<file path="config.mk">
export PLATFORM = sky130hd
export DESIGN_NAME = phase_count_and_strap_control
export DESIGN_NICKNAME = d
export VERILOG_FILES = /design/src/logic/pin_sync.v /design/src/logic/phase_count_and_strap_control.v
export VERILOG_INCLUDE_DIRS = /design/src /design/src/common
export SDC_FILE = /design/constraint.sdc
export NUM_CORES = 1
export LEC_CHECK = 0
export BUFFER_PORTS_ARGS = -buffer_cell sky130_fd_sc_hd__buf_2
export CAP_MARGIN = 30
export CORE_AREA = 2 2 96 98
export DETAILED_ROUTE_END_ITERATION = 6
export DIE_AREA = 0 0 98 100
export SETUP_SLACK_MARGIN = 0.15
export SYNTH_ARGS = -nofsm -noshare
export SYNTH_HDL_FRONTEND = slang
export SYNTH_HIERARCHICAL = 1
export SYNTH_SLANG_ARGS = --single-unit
</file>
<file path="constraint.sdc">
create_clock -name clk_sys -period 1.2 [get_ports clk_sys]
set_input_delay 0.06 -clock clk_sys [delete_from_list [all_inputs] [get_ports clk_sys]]
set_output_delay 0.06 -clock clk_sys [all_outputs]
set_load 0.01 [all_outputs]
</file>
<file path="src/common/phase_strap_consts.vh">
// Purpose: shared constants for the phase count and strap control block
// Assumes: 20 MHz system clock
// Notes:   analog levels arrive already quantised by comparators outside this logic
`ifndef PHASE_STRAP_CONSTS_VH
`define PHASE_STRAP_CONSTS_VH

`define REG_COUNT           4
`define REG_WIDTH           8
`define REG_CLEAR_VALUE     8'h00
`define PHASE_REG_INDEX     2'h2
`define PHASE_BIT           6
`define ADDR_STRAP_LOW      7'h46
`define ADDR_STRAP_HIGH     7'h47
`define TABLE_LEGACY        3'h1
`define TABLE_EXTENDED      3'h2
`define TABLE_ALTERNATE     3'h4

`endif

</file>
<file path="src/logic/pin_sync.v">
// Purpose: three-stage synchroniser with agreement filter for one pin
// Assumes: single clock clk_sys, asynchronous active-low reset
// Notes:   output changes only when stages two and three agree
`timescale 1ns/100ps

module pin_sync
#(
    parameter RESET_LEVEL = 1'b0
)
(
    // clock and reset
    input  wire clk_sys,
    input  wire nrst,
    // pin
    input  wire pin,
    output reg  level
);

reg s1;
reg s2;
reg s3;

always @(posedge clk_sys or negedge nrst)
begin
    if (!nrst)
    begin
        s1    <= RESET_LEVEL;
        s2    <= RESET_LEVEL;
        s3    <= RESET_LEVEL;
        level <= RESET_LEVEL;
    end
    else
    begin
        s1 <= pin;
        s2 <= s1;
        s3 <= s2;
        if (s2 == s3)
        begin
            level <= s3;
        end
    end
end

endmodule // pin_sync

</file>
<file path="src/logic/phase_count_and_strap_control.v">
// Purpose: enable, active phase count, strap address/clear, table mode and code pass-through
// Assumes: pins pre-quantised to logic levels; register writes come from a serial slave
// Notes:   serial protocol itself lives elsewhere; this holds the config registers
`timescale 1ns/100ps
`include "phase_strap_consts.vh"

// Contract
// - inhibit high forces one phase; register 2 bit 6 ignored, writes can't change count.
// - inhibit low selects one or two phases from register 2 bit 6.
// - inhibit low with bit 6 at default gives two active phases.
// - phase count follows the inhibit pin live, no restart needed.
// - strap low gives address 1000_110x, strap high gives 1000_111x.
// - strap grounded in operation clears every config register to zero.
// - enable low holds controller_enabled, two_phase_active and reference_code low; register writes still land; high enables it.
// - table select level chooses legacy, extended or alternate table and mode.
// - pass eight code inputs straight to reference_code, no table applied, zero while disabled; weak pull up or down per mode.
module phase_count_and_strap_control
(
    // clock and reset
    input  wire       clk_sys,
    input  wire       nrst,
    // board pins
    input  wire       enable_pin,
    input  wire       second_phase_inhibit,
    input  wire       softstart_clear_addr_strap,
    input  wire       strap_tied_high,
    input  wire       table_sel_above_low,
    input  wire       table_sel_above_high,
    input  wire [7:0] voltage_code_inputs,
    // register write port from serial slave
    input  wire       reg_wr,
    input  wire [1:0] reg_addr,
    input  wire [7:0] reg_wdata,
    output reg  [7:0] reg_rdata,
    // status and control outputs
    output reg        controller_enabled,
    output reg        two_phase_active,
    output reg  [6:0] slave_address,
    output reg  [2:0] table_mode,
    output reg        code_pull_up,
    output reg  [7:0] reference_code
);

////////////////////////////////////////////////////////////////////////////////
// synchronised pins

wire en_s;
wire inh_s;
wire strap_s;
wire strap_hi_s;
wire sel_lo_s;
wire sel_hi_s;
wire [7:0] code_s;

// inhibit and strap reset to their safe side: one phase, and no false clear
pin_sync
#(
    .RESET_LEVEL (1'b0)
)
u_en
(
    .clk_sys (clk_sys),
    .nrst    (nrst),
    .pin     (enable_pin),
    .level   (en_s)
);

pin_sync
#(
    .RESET_LEVEL (1'b1)
)
u_inh
(
    .clk_sys (clk_sys),
    .nrst    (nrst),
    .pin     (second_phase_inhibit),
    .level   (inh_s)
);

pin_sync
#(
    .RESET_LEVEL (1'b1)
)
u_strap
(
    .clk_sys (clk_sys),
    .nrst    (nrst),
    .pin     (softstart_clear_addr_strap),
    .level   (strap_s)
);

pin_sync
#(
    .RESET_LEVEL (1'b0)
)
u_sthi
(
    .clk_sys (clk_sys),
    .nrst    (nrst),
    .pin     (strap_tied_high),
    .level   (strap_hi_s)
);

pin_sync
#(
    .RESET_LEVEL (1'b0)
)
u_sello
(
    .clk_sys (clk_sys),
    .nrst    (nrst),
    .pin     (table_sel_above_low),
    .level   (sel_lo_s)
);

pin_sync
#(
    .RESET_LEVEL (1'b0)
)
u_selhi
(
    .clk_sys (clk_sys),
    .nrst    (nrst),
    .pin     (table_sel_above_high),
    .level   (sel_hi_s)
);

genvar gi;
generate
    for (gi = 0; gi < 8; gi = gi + 1)
    begin : g_code
        // bits settle one by one, so a moving code word may be mixed for a cycle
        pin_sync
        #(
            .RESET_LEVEL (1'b0)
        )
        u_code
        (
            .clk_sys (clk_sys),
            .nrst    (nrst),
            .pin     (voltage_code_inputs[gi]),
            .level   (code_s[gi])
        );
    end
endgenerate

////////////////////////////////////////////////////////////////////////////////
// configuration registers

reg [7:0] cfg [0:`REG_COUNT-1];
integer i;

// strap clear dominates a write in the same cycle, so a grounded strap always wins
always @(posedge clk_sys or negedge nrst)
begin
    if (!nrst)
    begin
        for (i = 0; i < `REG_COUNT; i = i + 1)
            cfg[i] <= `REG_CLEAR_VALUE;
    end
    else if (!strap_s)
    begin
        for (i = 0; i < `REG_COUNT; i = i + 1)
            cfg[i] <= `REG_CLEAR_VALUE;
    end
    else if (reg_wr)
    begin
        cfg[reg_addr] <= reg_wdata;
    end
end

////////////////////////////////////////////////////////////////////////////////
// mode selection

reg [2:0] next_table_mode;

always @*
begin
    if (sel_hi_s)
        next_table_mode = `TABLE_ALTERNATE;
    else if (sel_lo_s)
        next_table_mode = `TABLE_EXTENDED;
    else
        next_table_mode = `TABLE_LEGACY;
end

wire bit6_single = cfg[`PHASE_REG_INDEX][`PHASE_BIT];
// inhibit high ignores the register; otherwise clear bit means two phases
wire next_two_phase = en_s & ~inh_s & ~bit6_single;

// the slave address is caught only while disabled so it cannot move mid-transfer
always @(posedge clk_sys or negedge nrst)
begin
    if (!nrst)
    begin
        controller_enabled <= 1'b0;
        two_phase_active   <= 1'b0;
        slave_address      <= `ADDR_STRAP_LOW;
        table_mode         <= `TABLE_LEGACY;
        code_pull_up       <= 1'b1;
        reference_code     <= 8'h00;
        reg_rdata          <= 8'h00;
    end
    else
    begin
        controller_enabled <= en_s;
        two_phase_active   <= next_two_phase;
        if (!en_s)
        begin
            slave_address <= strap_hi_s ? `ADDR_STRAP_HIGH : `ADDR_STRAP_LOW;
            table_mode    <= next_table_mode;
            code_pull_up  <= (next_table_mode != `TABLE_ALTERNATE);
        end
        reference_code <= en_s ? code_s : 8'h00;
        reg_rdata      <= cfg[reg_addr];
    end
end

endmodule // phase_count_and_strap_control

</file>
### Yosys cells after proc, flatten, opt, wreduce, memory -nomap -nowiden

Index checks and enable logic that the tools add are counted.

| operators by class | value |
|---|---|
| magnitude comparators | 2 |
| eq/ne operators | 16 |
| muxes and demuxes | 12 |
| bitwise logic cells | 5 |
| reductions and logical operators | 1 |

Operators by type and width:

| kind | count |
|---|---|
| $mux W32 | 2 |
| $bwmux W32 | 1 |
| $mux W8 | 4 |
| $bmux W8 S2 | 1 |
| $demux W8 S2 | 1 |
| $eq A1 B1 Y1 | 14 |
| $ge A3 B3 Y1 const B | 1 |
| $lt A3 B1 Y1 const B | 1 |
| $mux W3 | 1 |
| $ne A3 B3 Y1 const B | 1 |
| $not A2 Y3 | 1 |
| $and A1 B1 Y1 | 2 |
| $mux W2 | 1 |
| $ne A2 B2 Y1 const B | 1 |
| $not A1 Y1 | 2 |
| $logic_and A1 B1 Y1 | 1 |
| $mux W1 | 1 |

| word-level totals | value |
|---|---|
| register bits after elaboration | 117 |
| input port bits | 27 |
| output and inout port bits | 29 |
| word-level logic and storage cells | 103 |

### Longest topological paths before layout

Gate-level depths: netlist of run 1.

| logic depth | value |
|---|---|
| word-level depth | 8 |
| depth in mapped cells | 4 |
| gate-level depth less buffers | 2 |

### By module

The synthesis of run 1 kept the hierarchy.

Modules (own cells, without submodules):

| module | instances | cells each | area each (sq um) | sequential area each (sq um) |
|---|---|---|---|---|
| phase_count_and_strap_control | 1 | 175 | 2302.2 | 1378.8 |
| pin_sync (g_code[0].u_code ...) | 12 | 5 | 111.4 | 100.1 |
| pin_sync (u_inh ...) | 2 | 5 | 116.4 | 105.1 |

### Worst setup path before layout of run 1

OpenSTA, ideal clock, no wires.

| path | value |
|---|---|
| path type | reg2reg |
| start | register u_strap.level |
| end | register cfg[0] (netlist name) |
| setup time | 0.080 ns |
| data arrival time | 0.981 ns |
| path slack | 0.138 ns |
| cell stages (with the launch flop) | 4 |
| path buffers | 1 |
| path through | dfstp_2 -> clkbuf_1 -> nand2_1 -> mux2i_1 |

| between the ends | value |
|---|---|
| cells in the longest elaborated chain, start to end | 1 |
| elaborated cells on any way between the ends | 2 |

RTL lines:

| item | line | source |
|---|---|---|
| from (decl) | pin_sync.v:16 | `output reg level` |
| from (signal assigned) | pin_sync.v:30 | `level <= RESET_LEVEL;` |
| from (signal assigned) | pin_sync.v:39 | `level <= s3;` |
| $ne A2 B2 Y1 (no source line) / $mux W32 (equally long branches) | -- |  |
| to (signal, indexed assignment) | phase_count_and_strap_control.v:159 | `` cfg[i] <= `REG_CLEAR_VALUE; `` |
| to (signal, indexed assignment) | phase_count_and_strap_control.v:164 | `` cfg[i] <= `REG_CLEAR_VALUE; `` |
| to (signal, indexed assignment) | phase_count_and_strap_control.v:168 | `cfg[reg_addr] <= reg_wdata;` |
| to (decl) | phase_count_and_strap_control.v:150 | `` reg [7:0] cfg [0:`REG_COUNT-1]; `` |

Parallel ways exist; a longest one is shown, timed or not.
A chain may end at the register's enable or synchronous reset.

### Worst setup path in the final report of run 1

| path | value |
|---|---|
| start | register u_strap.level |
| end | register cfg[22] (netlist name) |

Same word-level chain as after synthesis.

==> qor.txt, run 1 <==
Status: completed
Die span in y: 100 um
Int Power: 5.35 mW
Proportion of synthesized chip area in sequential cells: 72.1%
Power share of the combinational group: 10.0%
Total die area: 9800 sq um
Dpl ws: 0.0690 ns
Setup WS post-layout: 0.0603 ns
Vias post-DR: 2,052
Vias in the first global route: 2,184
Avg Synthesized Cell Area: 15.8 sq um
Register bit total from synthesis: 111
Initial core utilization: 43.5%
Cell taking the most area after synthesis: dfrtp_1
WL/cell: 13.6 um
Max Slew Vio Count: 0
Routability cong.: 0.764
CP max FO: 28
Post-Place Cell Area: 4340 sq um
Fillers: 750
Largest net degree at the start of global routing: 32
First-pass GRT wire length: 10,600 um
Core Footprint: 8890 sq um
Asr flop ratio synth: 100%
GRT Total Usage: 13.8%
Sw frac: 23.9%
Area Growth Syn to Fin: 23.3%
Hold Slack: 0.0114 ns
Routed WL: 6070 um
Clock Tree Buf Depth: 2
Netlist cell types: 20
Hold/Removal Path Class: in2reg
Dpl hpwl: 3990 um
Number of flops mapped to enable cells by yosys: 0
Register share of total power: 58.6%
Critical Path RT: 1.49 ns
Reg area: 2790 sq um
Chip width: 98 um
Crit start category: flop
CTS tree: built
Clock power frac: 31.4%
Global route overflow: 0
Latest clock arrival within the worst-skew pair: 0.36 ns
Crit path DAT: 1.43 ns
Root buf cell: clkbuf_8
Routed Antenna Nets: 0
Fin area: 4770 sq um
Top post-synthesis cells by area: dfrtp_1 65%, mux2i_1 8.3%, dfstp_2 6.8%
I/O Pins: 56
Num CTS Buffers: 9
Port bufs: 49
Htree depth: 3
Share of post-route cells with drive strength above 1: 37.5%
Psw: 1.68 mW
Final setup violation count: 0
Power, Total: 7.03 mW
Drt pass-1 iters: 4
Vias per cell: 4.59
Final Hold Viols: 0
Final Critical Period: 1.14 ns
Ant diodes: 0
Top cell type's share of synthesized area: 65.3%
Clock sinks: 111
Total negative slack: 0 ns
Post-synth top flop: dfrtp_1
Pwr dens: 1470 nW/um^2
DRC Markers: 0
RSZ-0062 raised after global routing: yes
Clock skew: 0.0147 ns
Multi-input combinational cell area: 996 sq um
Cell row count: 35
Most frequent cell after synthesis: dfrtp_1
Initial antenna violation count: 0
Clock transition at path regs: 0.10 ns
Ys Warns: 6
Synth top cells by count: 101 x dfrtp_1, 43 x nand2_1, 32 x mux2i_1, 14 x maj3_2, 10 x dfstp_2
First DRT Iteration DRCs: 89
Maximum vdd drop: 0.000595 V
Post-Syn Area: 3870 sq um
Max Freq: 0.877 GHz
Maxcap violations: 0
Leak: 2.34 nW
Tcrit/Tclk final: 95.0%
Crit Path Class: reg2reg
Layout Nets: 358
Critical Path Sink Type: flop
Post-synthesis cell count: 245
[power by group through the flow]
stage	sequential, mW	clock (mW)	combinational [mW]
2_1_floorplan	4.21	0	0.302
3_3_place_gp	4.18	0	0.621
3_5_place_dp	4.19	0	0.631
4_1_cts	4.12	2.31	0.683
5_1_grt	4.15	2.46	0.778
6_report	4.12	2.21	0.701
[cells in the final DEF, fill, tap and decap left out, types with 3 or more instances in the layout]
cell type and count:
nand2_1 38, dfstp_2 10, inv_6 3, clkbuf_8 9, dlygate4sd3_1 18, dfrtp_1 100, maj3_2 14, buf_4 16
and2_1 8, conb_1 6, buf_2 46, buf_6 3, mux4_2 8, nand2_2 4, buf_12 4, mux2i_1 32
[final timing paths]
path                                          start             endpoint  slack (ns)  cells after the start
max in group asynchronous                      nrst          u_inh/level        0.47                      3
worst min register to register  g_code[5].u_code/s1  g_code[5].u_code/s2        0.35                      0
min in group asynchronous                      nrst  g_code[7].u_code/s1        0.18                      2
worst min-delay path                   reg_wdata[4]              cfg[20]        0.01                      3
worst max register to register        u_strap/level              cfg[22]        0.06                      3
worst max-delay path                  u_strap/level              cfg[22]        0.06                      3
[metrics by stage]
step                util, %  instances
floorplan                 -        249
global placement       48.8        410
detailed placement     48.8        410
CTS                    52.9        441
global route           53.7        447
finish                 53.7        447
[critical path, stage by stage (launching register included)]
cell     delay (ns)
dfstp_2        0.60
buf_12         0.19
nand2_1        0.13
mux2i_1        0.14
[layer usage]
layer / up-vias / track usage, % / share of wire, % / routed length (um)
li1: 982 / - / - / -
met1: 1034 / 18.6 / 47 / 2840
met2: 31 / 21.6 / 49 / 2960
met3: 5 / 4.67 / 3.3 / 199
met4: 0 / 4.17 / 1.1 / 68
met5: - / 0 / 0 / 0
[cells by family (layout without fill, tap and decap cells)]
kind of cell	count (synthesis)	in the layout	synth area share (%)
flip-flops	111	111	72.1
AND/OR/NAND/NOR	57	57	6.66
multiplexers	42	42	13.6
buffers and inverters	16	103	2.94
adder cells (fa/ha/maj)	14	14	4.07
AO/OA/AOI/OAI	3	3	0.453
other	2	6	0.194
[cell type report]
class | instances | share of cell area, %
sequential | 111 | 58.5
tap | 111 | 2.91
clock buffer | 9 | 2.60
multi-input combinational | 122 | 20.9
timing repair buffer | 87 | 13.5
clock inverter | 7 | 1.65
[registers in the layout (all words and copies together), names as in the netlist, 3 cells and up]
name,cells
cfg,31
g_code.u_code/level,8
g_code.u_code/s1,8
g_code.u_code/s2,8
g_code.u_code/s3,8
reference_code,8
reg_rdata,8
table_mode,3
[what timing repair did]
item                                   CTS  global route
buffers inserted                         0             3
resized for setup                        3             8
endpoints found under the hold margin  108             8
setup endpoints to repair               34            35
hold buffers                            15             3
(Power assumes the default switching activity.)
==> run 2: changes to the inputs <==
--- a/config.mk
+++ b/config.mk
@@ -8,9 +8,12 @@
 export LEC_CHECK = 0
 export BUFFER_PORTS_ARGS = -buffer_cell sky130_fd_sc_hd__buf_2
 export CAP_MARGIN = 30
-export CORE_AREA = 2 2 96 98
+export CELL_PAD_IN_SITES_DETAIL_PLACEMENT = 1
+export CELL_PAD_IN_SITES_GLOBAL_PLACEMENT = 2
+export CORE_AREA = 2 2 102 104
 export DETAILED_ROUTE_END_ITERATION = 6
-export DIE_AREA = 0 0 98 100
+export DIE_AREA = 0 0 104 106
+export PLACE_DENSITY_LB_ADDON = 0.1
 export SETUP_SLACK_MARGIN = 0.15
 export SYNTH_ARGS = -nofsm -noshare
 export SYNTH_HDL_FRONTEND = slang
==> run 2 against run 1 <==
Net effect: wire length is 16% higher; clock power is 3% lower; first-iteration DRC count is 55% lower; via count is 2.4% higher; core utilization is 5.1 points lower; sequential power hardly changed; register-to-register slack better by 0.06 ns; die area is 12% higher.
==> qor.txt, run 2 (synthesized netlist as in run 1, its figures left out) <==
Status: completed
Tcrit/Tclk final: 90.6%
Largest net degree at the start of global routing: 31
Routed WL: 7030 um
Total negative slack: 0 ns
I/O Pins: 56
CP max stage delay: 0.56 ns
Total die area: 11,000 sq um
Crit-path slowest cell: dfstp_2
Crit path DAT: 1.03 ns
Clock sinks: 111
Share of post-route cells with drive strength above 1: 37.5%
CP max FO: 2
Initial antenna violation count: 0
Cell family with most CP delay: flip-flops
Htree depth: 3
WL/cell: 14.8 um
Dpl ws: 0.0291 ns
Latest clock arrival within the worst-skew pair: 0.38 ns
Leak: 2.35 nW
Critical Path RT: 1.14 ns
Vias post-DR: 2,101
Fin area: 4860 sq um
Crit start category: flop
Pwr dens: 1440 nW/um^2
Ant diodes: 0
Dpl hpwl: 4610 um
Initial core utilization: 38.7%
Port bufs: 49
Cell row count: 37
Routability cong.: 0.684
Fin util: 48.6%
First DRT Iteration DRCs: 40
CTS tree: built
DP Cell Count: 433
Layout Nets: 361
Clock Tree Buf Depth: 2
Clock transition at path regs: 0.11 ns
Power, Total: 7.01 mW
Bufs and invs on worst path: 1
Commonest non-fill, non-tap cell in the layout: dfrtp_1
Non-filler cells, final: 475
Fillers: 1,034
GRT Total Usage: 14.0%
Crit-path cells: buf_6
Multi-input combinational cell area: 998 sq um
Routed Antenna Nets: 0
Most frequent cells in the layout: 100 x dfrtp_1, 46 x buf_2, 35 x nand2_1, 32 x mux2i_1, 23 x dlygate4sd3_1
Setup WS post-layout: 0.113 ns
Vias in the first global route: 2,335
Root buf cell: clkbuf_8
Vias per cell: 4.42
Max Slew Vio Count: 0
Core Footprint: 10000 sq um
Hold/Removal Path Class: in2reg
Critical Path Sink Type: output port
First-pass GRT wire length: 11,900 um
Final setup violation count: 0
Num CTS Buffers: 9
Hold Slack: 0.0227 ns
Clock skew: 0.00910 ns
Crit Path Class: reg2out
Drt pass-1 iters: 3
Global route overflow: 0
Final Critical Period: 1.09 ns
Largest register by flop count: cfg
Chip width: 104 um
Maxcap violations: 0
Die span in y: 106 um
Reg area: 2790 sq um
Area Growth Syn to Fin: 25.6%
RSZ-0062 raised after global routing: yes
Final Hold Viols: 0
DRC Markers: 0
Maximum vdd drop: 0.000534 V
Post-Place Cell Area: 4390 sq um
Number of flip-flops in the largest register: 31
Max Freq: 0.920 GHz
==> run 2: cell types whose count changed in the layout (fill, tap and decap cells not counted), sizes merged <==
cell	before	now
buf	69	67
bufinv	1	0
clkinvlp	0	1
dlygate4sd3	18	23
==> run 2: final timing paths <==
path	to	startpoint	cells past startpoint	slack (ns)
max in group asynchronous	u_inh/level	nrst	3	0.56
worst max-delay path	code_pull_up	code_pull_up	1	0.11
worst min register to register	g_code[7].u_code/s2	g_code[7].u_code/s1	0	0.35
worst min-delay path	cfg[6]	reg_wr	3	0.02
worst max register to register	cfg[11]	u_strap/level	3	0.12
min in group asynchronous	g_code[7].u_code/level	nrst	2	0.08
==> run 2: power by group <==
| part | switching [mW] | internal (mW) |
|---|---|---|
| clock | 1.34 | 0.803 |
| combinational | 0.351 | 0.386 |
| sequential | 0.125 | 4.00 |
| total | 1.82 | 5.19 |
==> run 2: per-layer routing <==
metal	up-vias	track usage [%]	routed length (um)
met5	-	0	0
li1	983	-	-
met3	7	4.05	254
met2	38	22.1	3440
met1	1073	18.7	3240
met4	0	5.21	96
==> run 2: area by class of cell <==
type                    count  share of cell area [%]
repair buffers             90                    14.7
well taps                 136                    3.50
clock inverters             7                    1.34
clock buffers               9                    2.55
multi-input cells         122                    20.5
flip-flops and latches    111                    57.4
==> run 2: what timing repair did <==
action,in CTS,in global routing
gates resized for setup,7,5
hold endpoints to repair,144,0
setup buffers,1,2
endpoints found under the setup margin,34,36
hold buffers,23,0
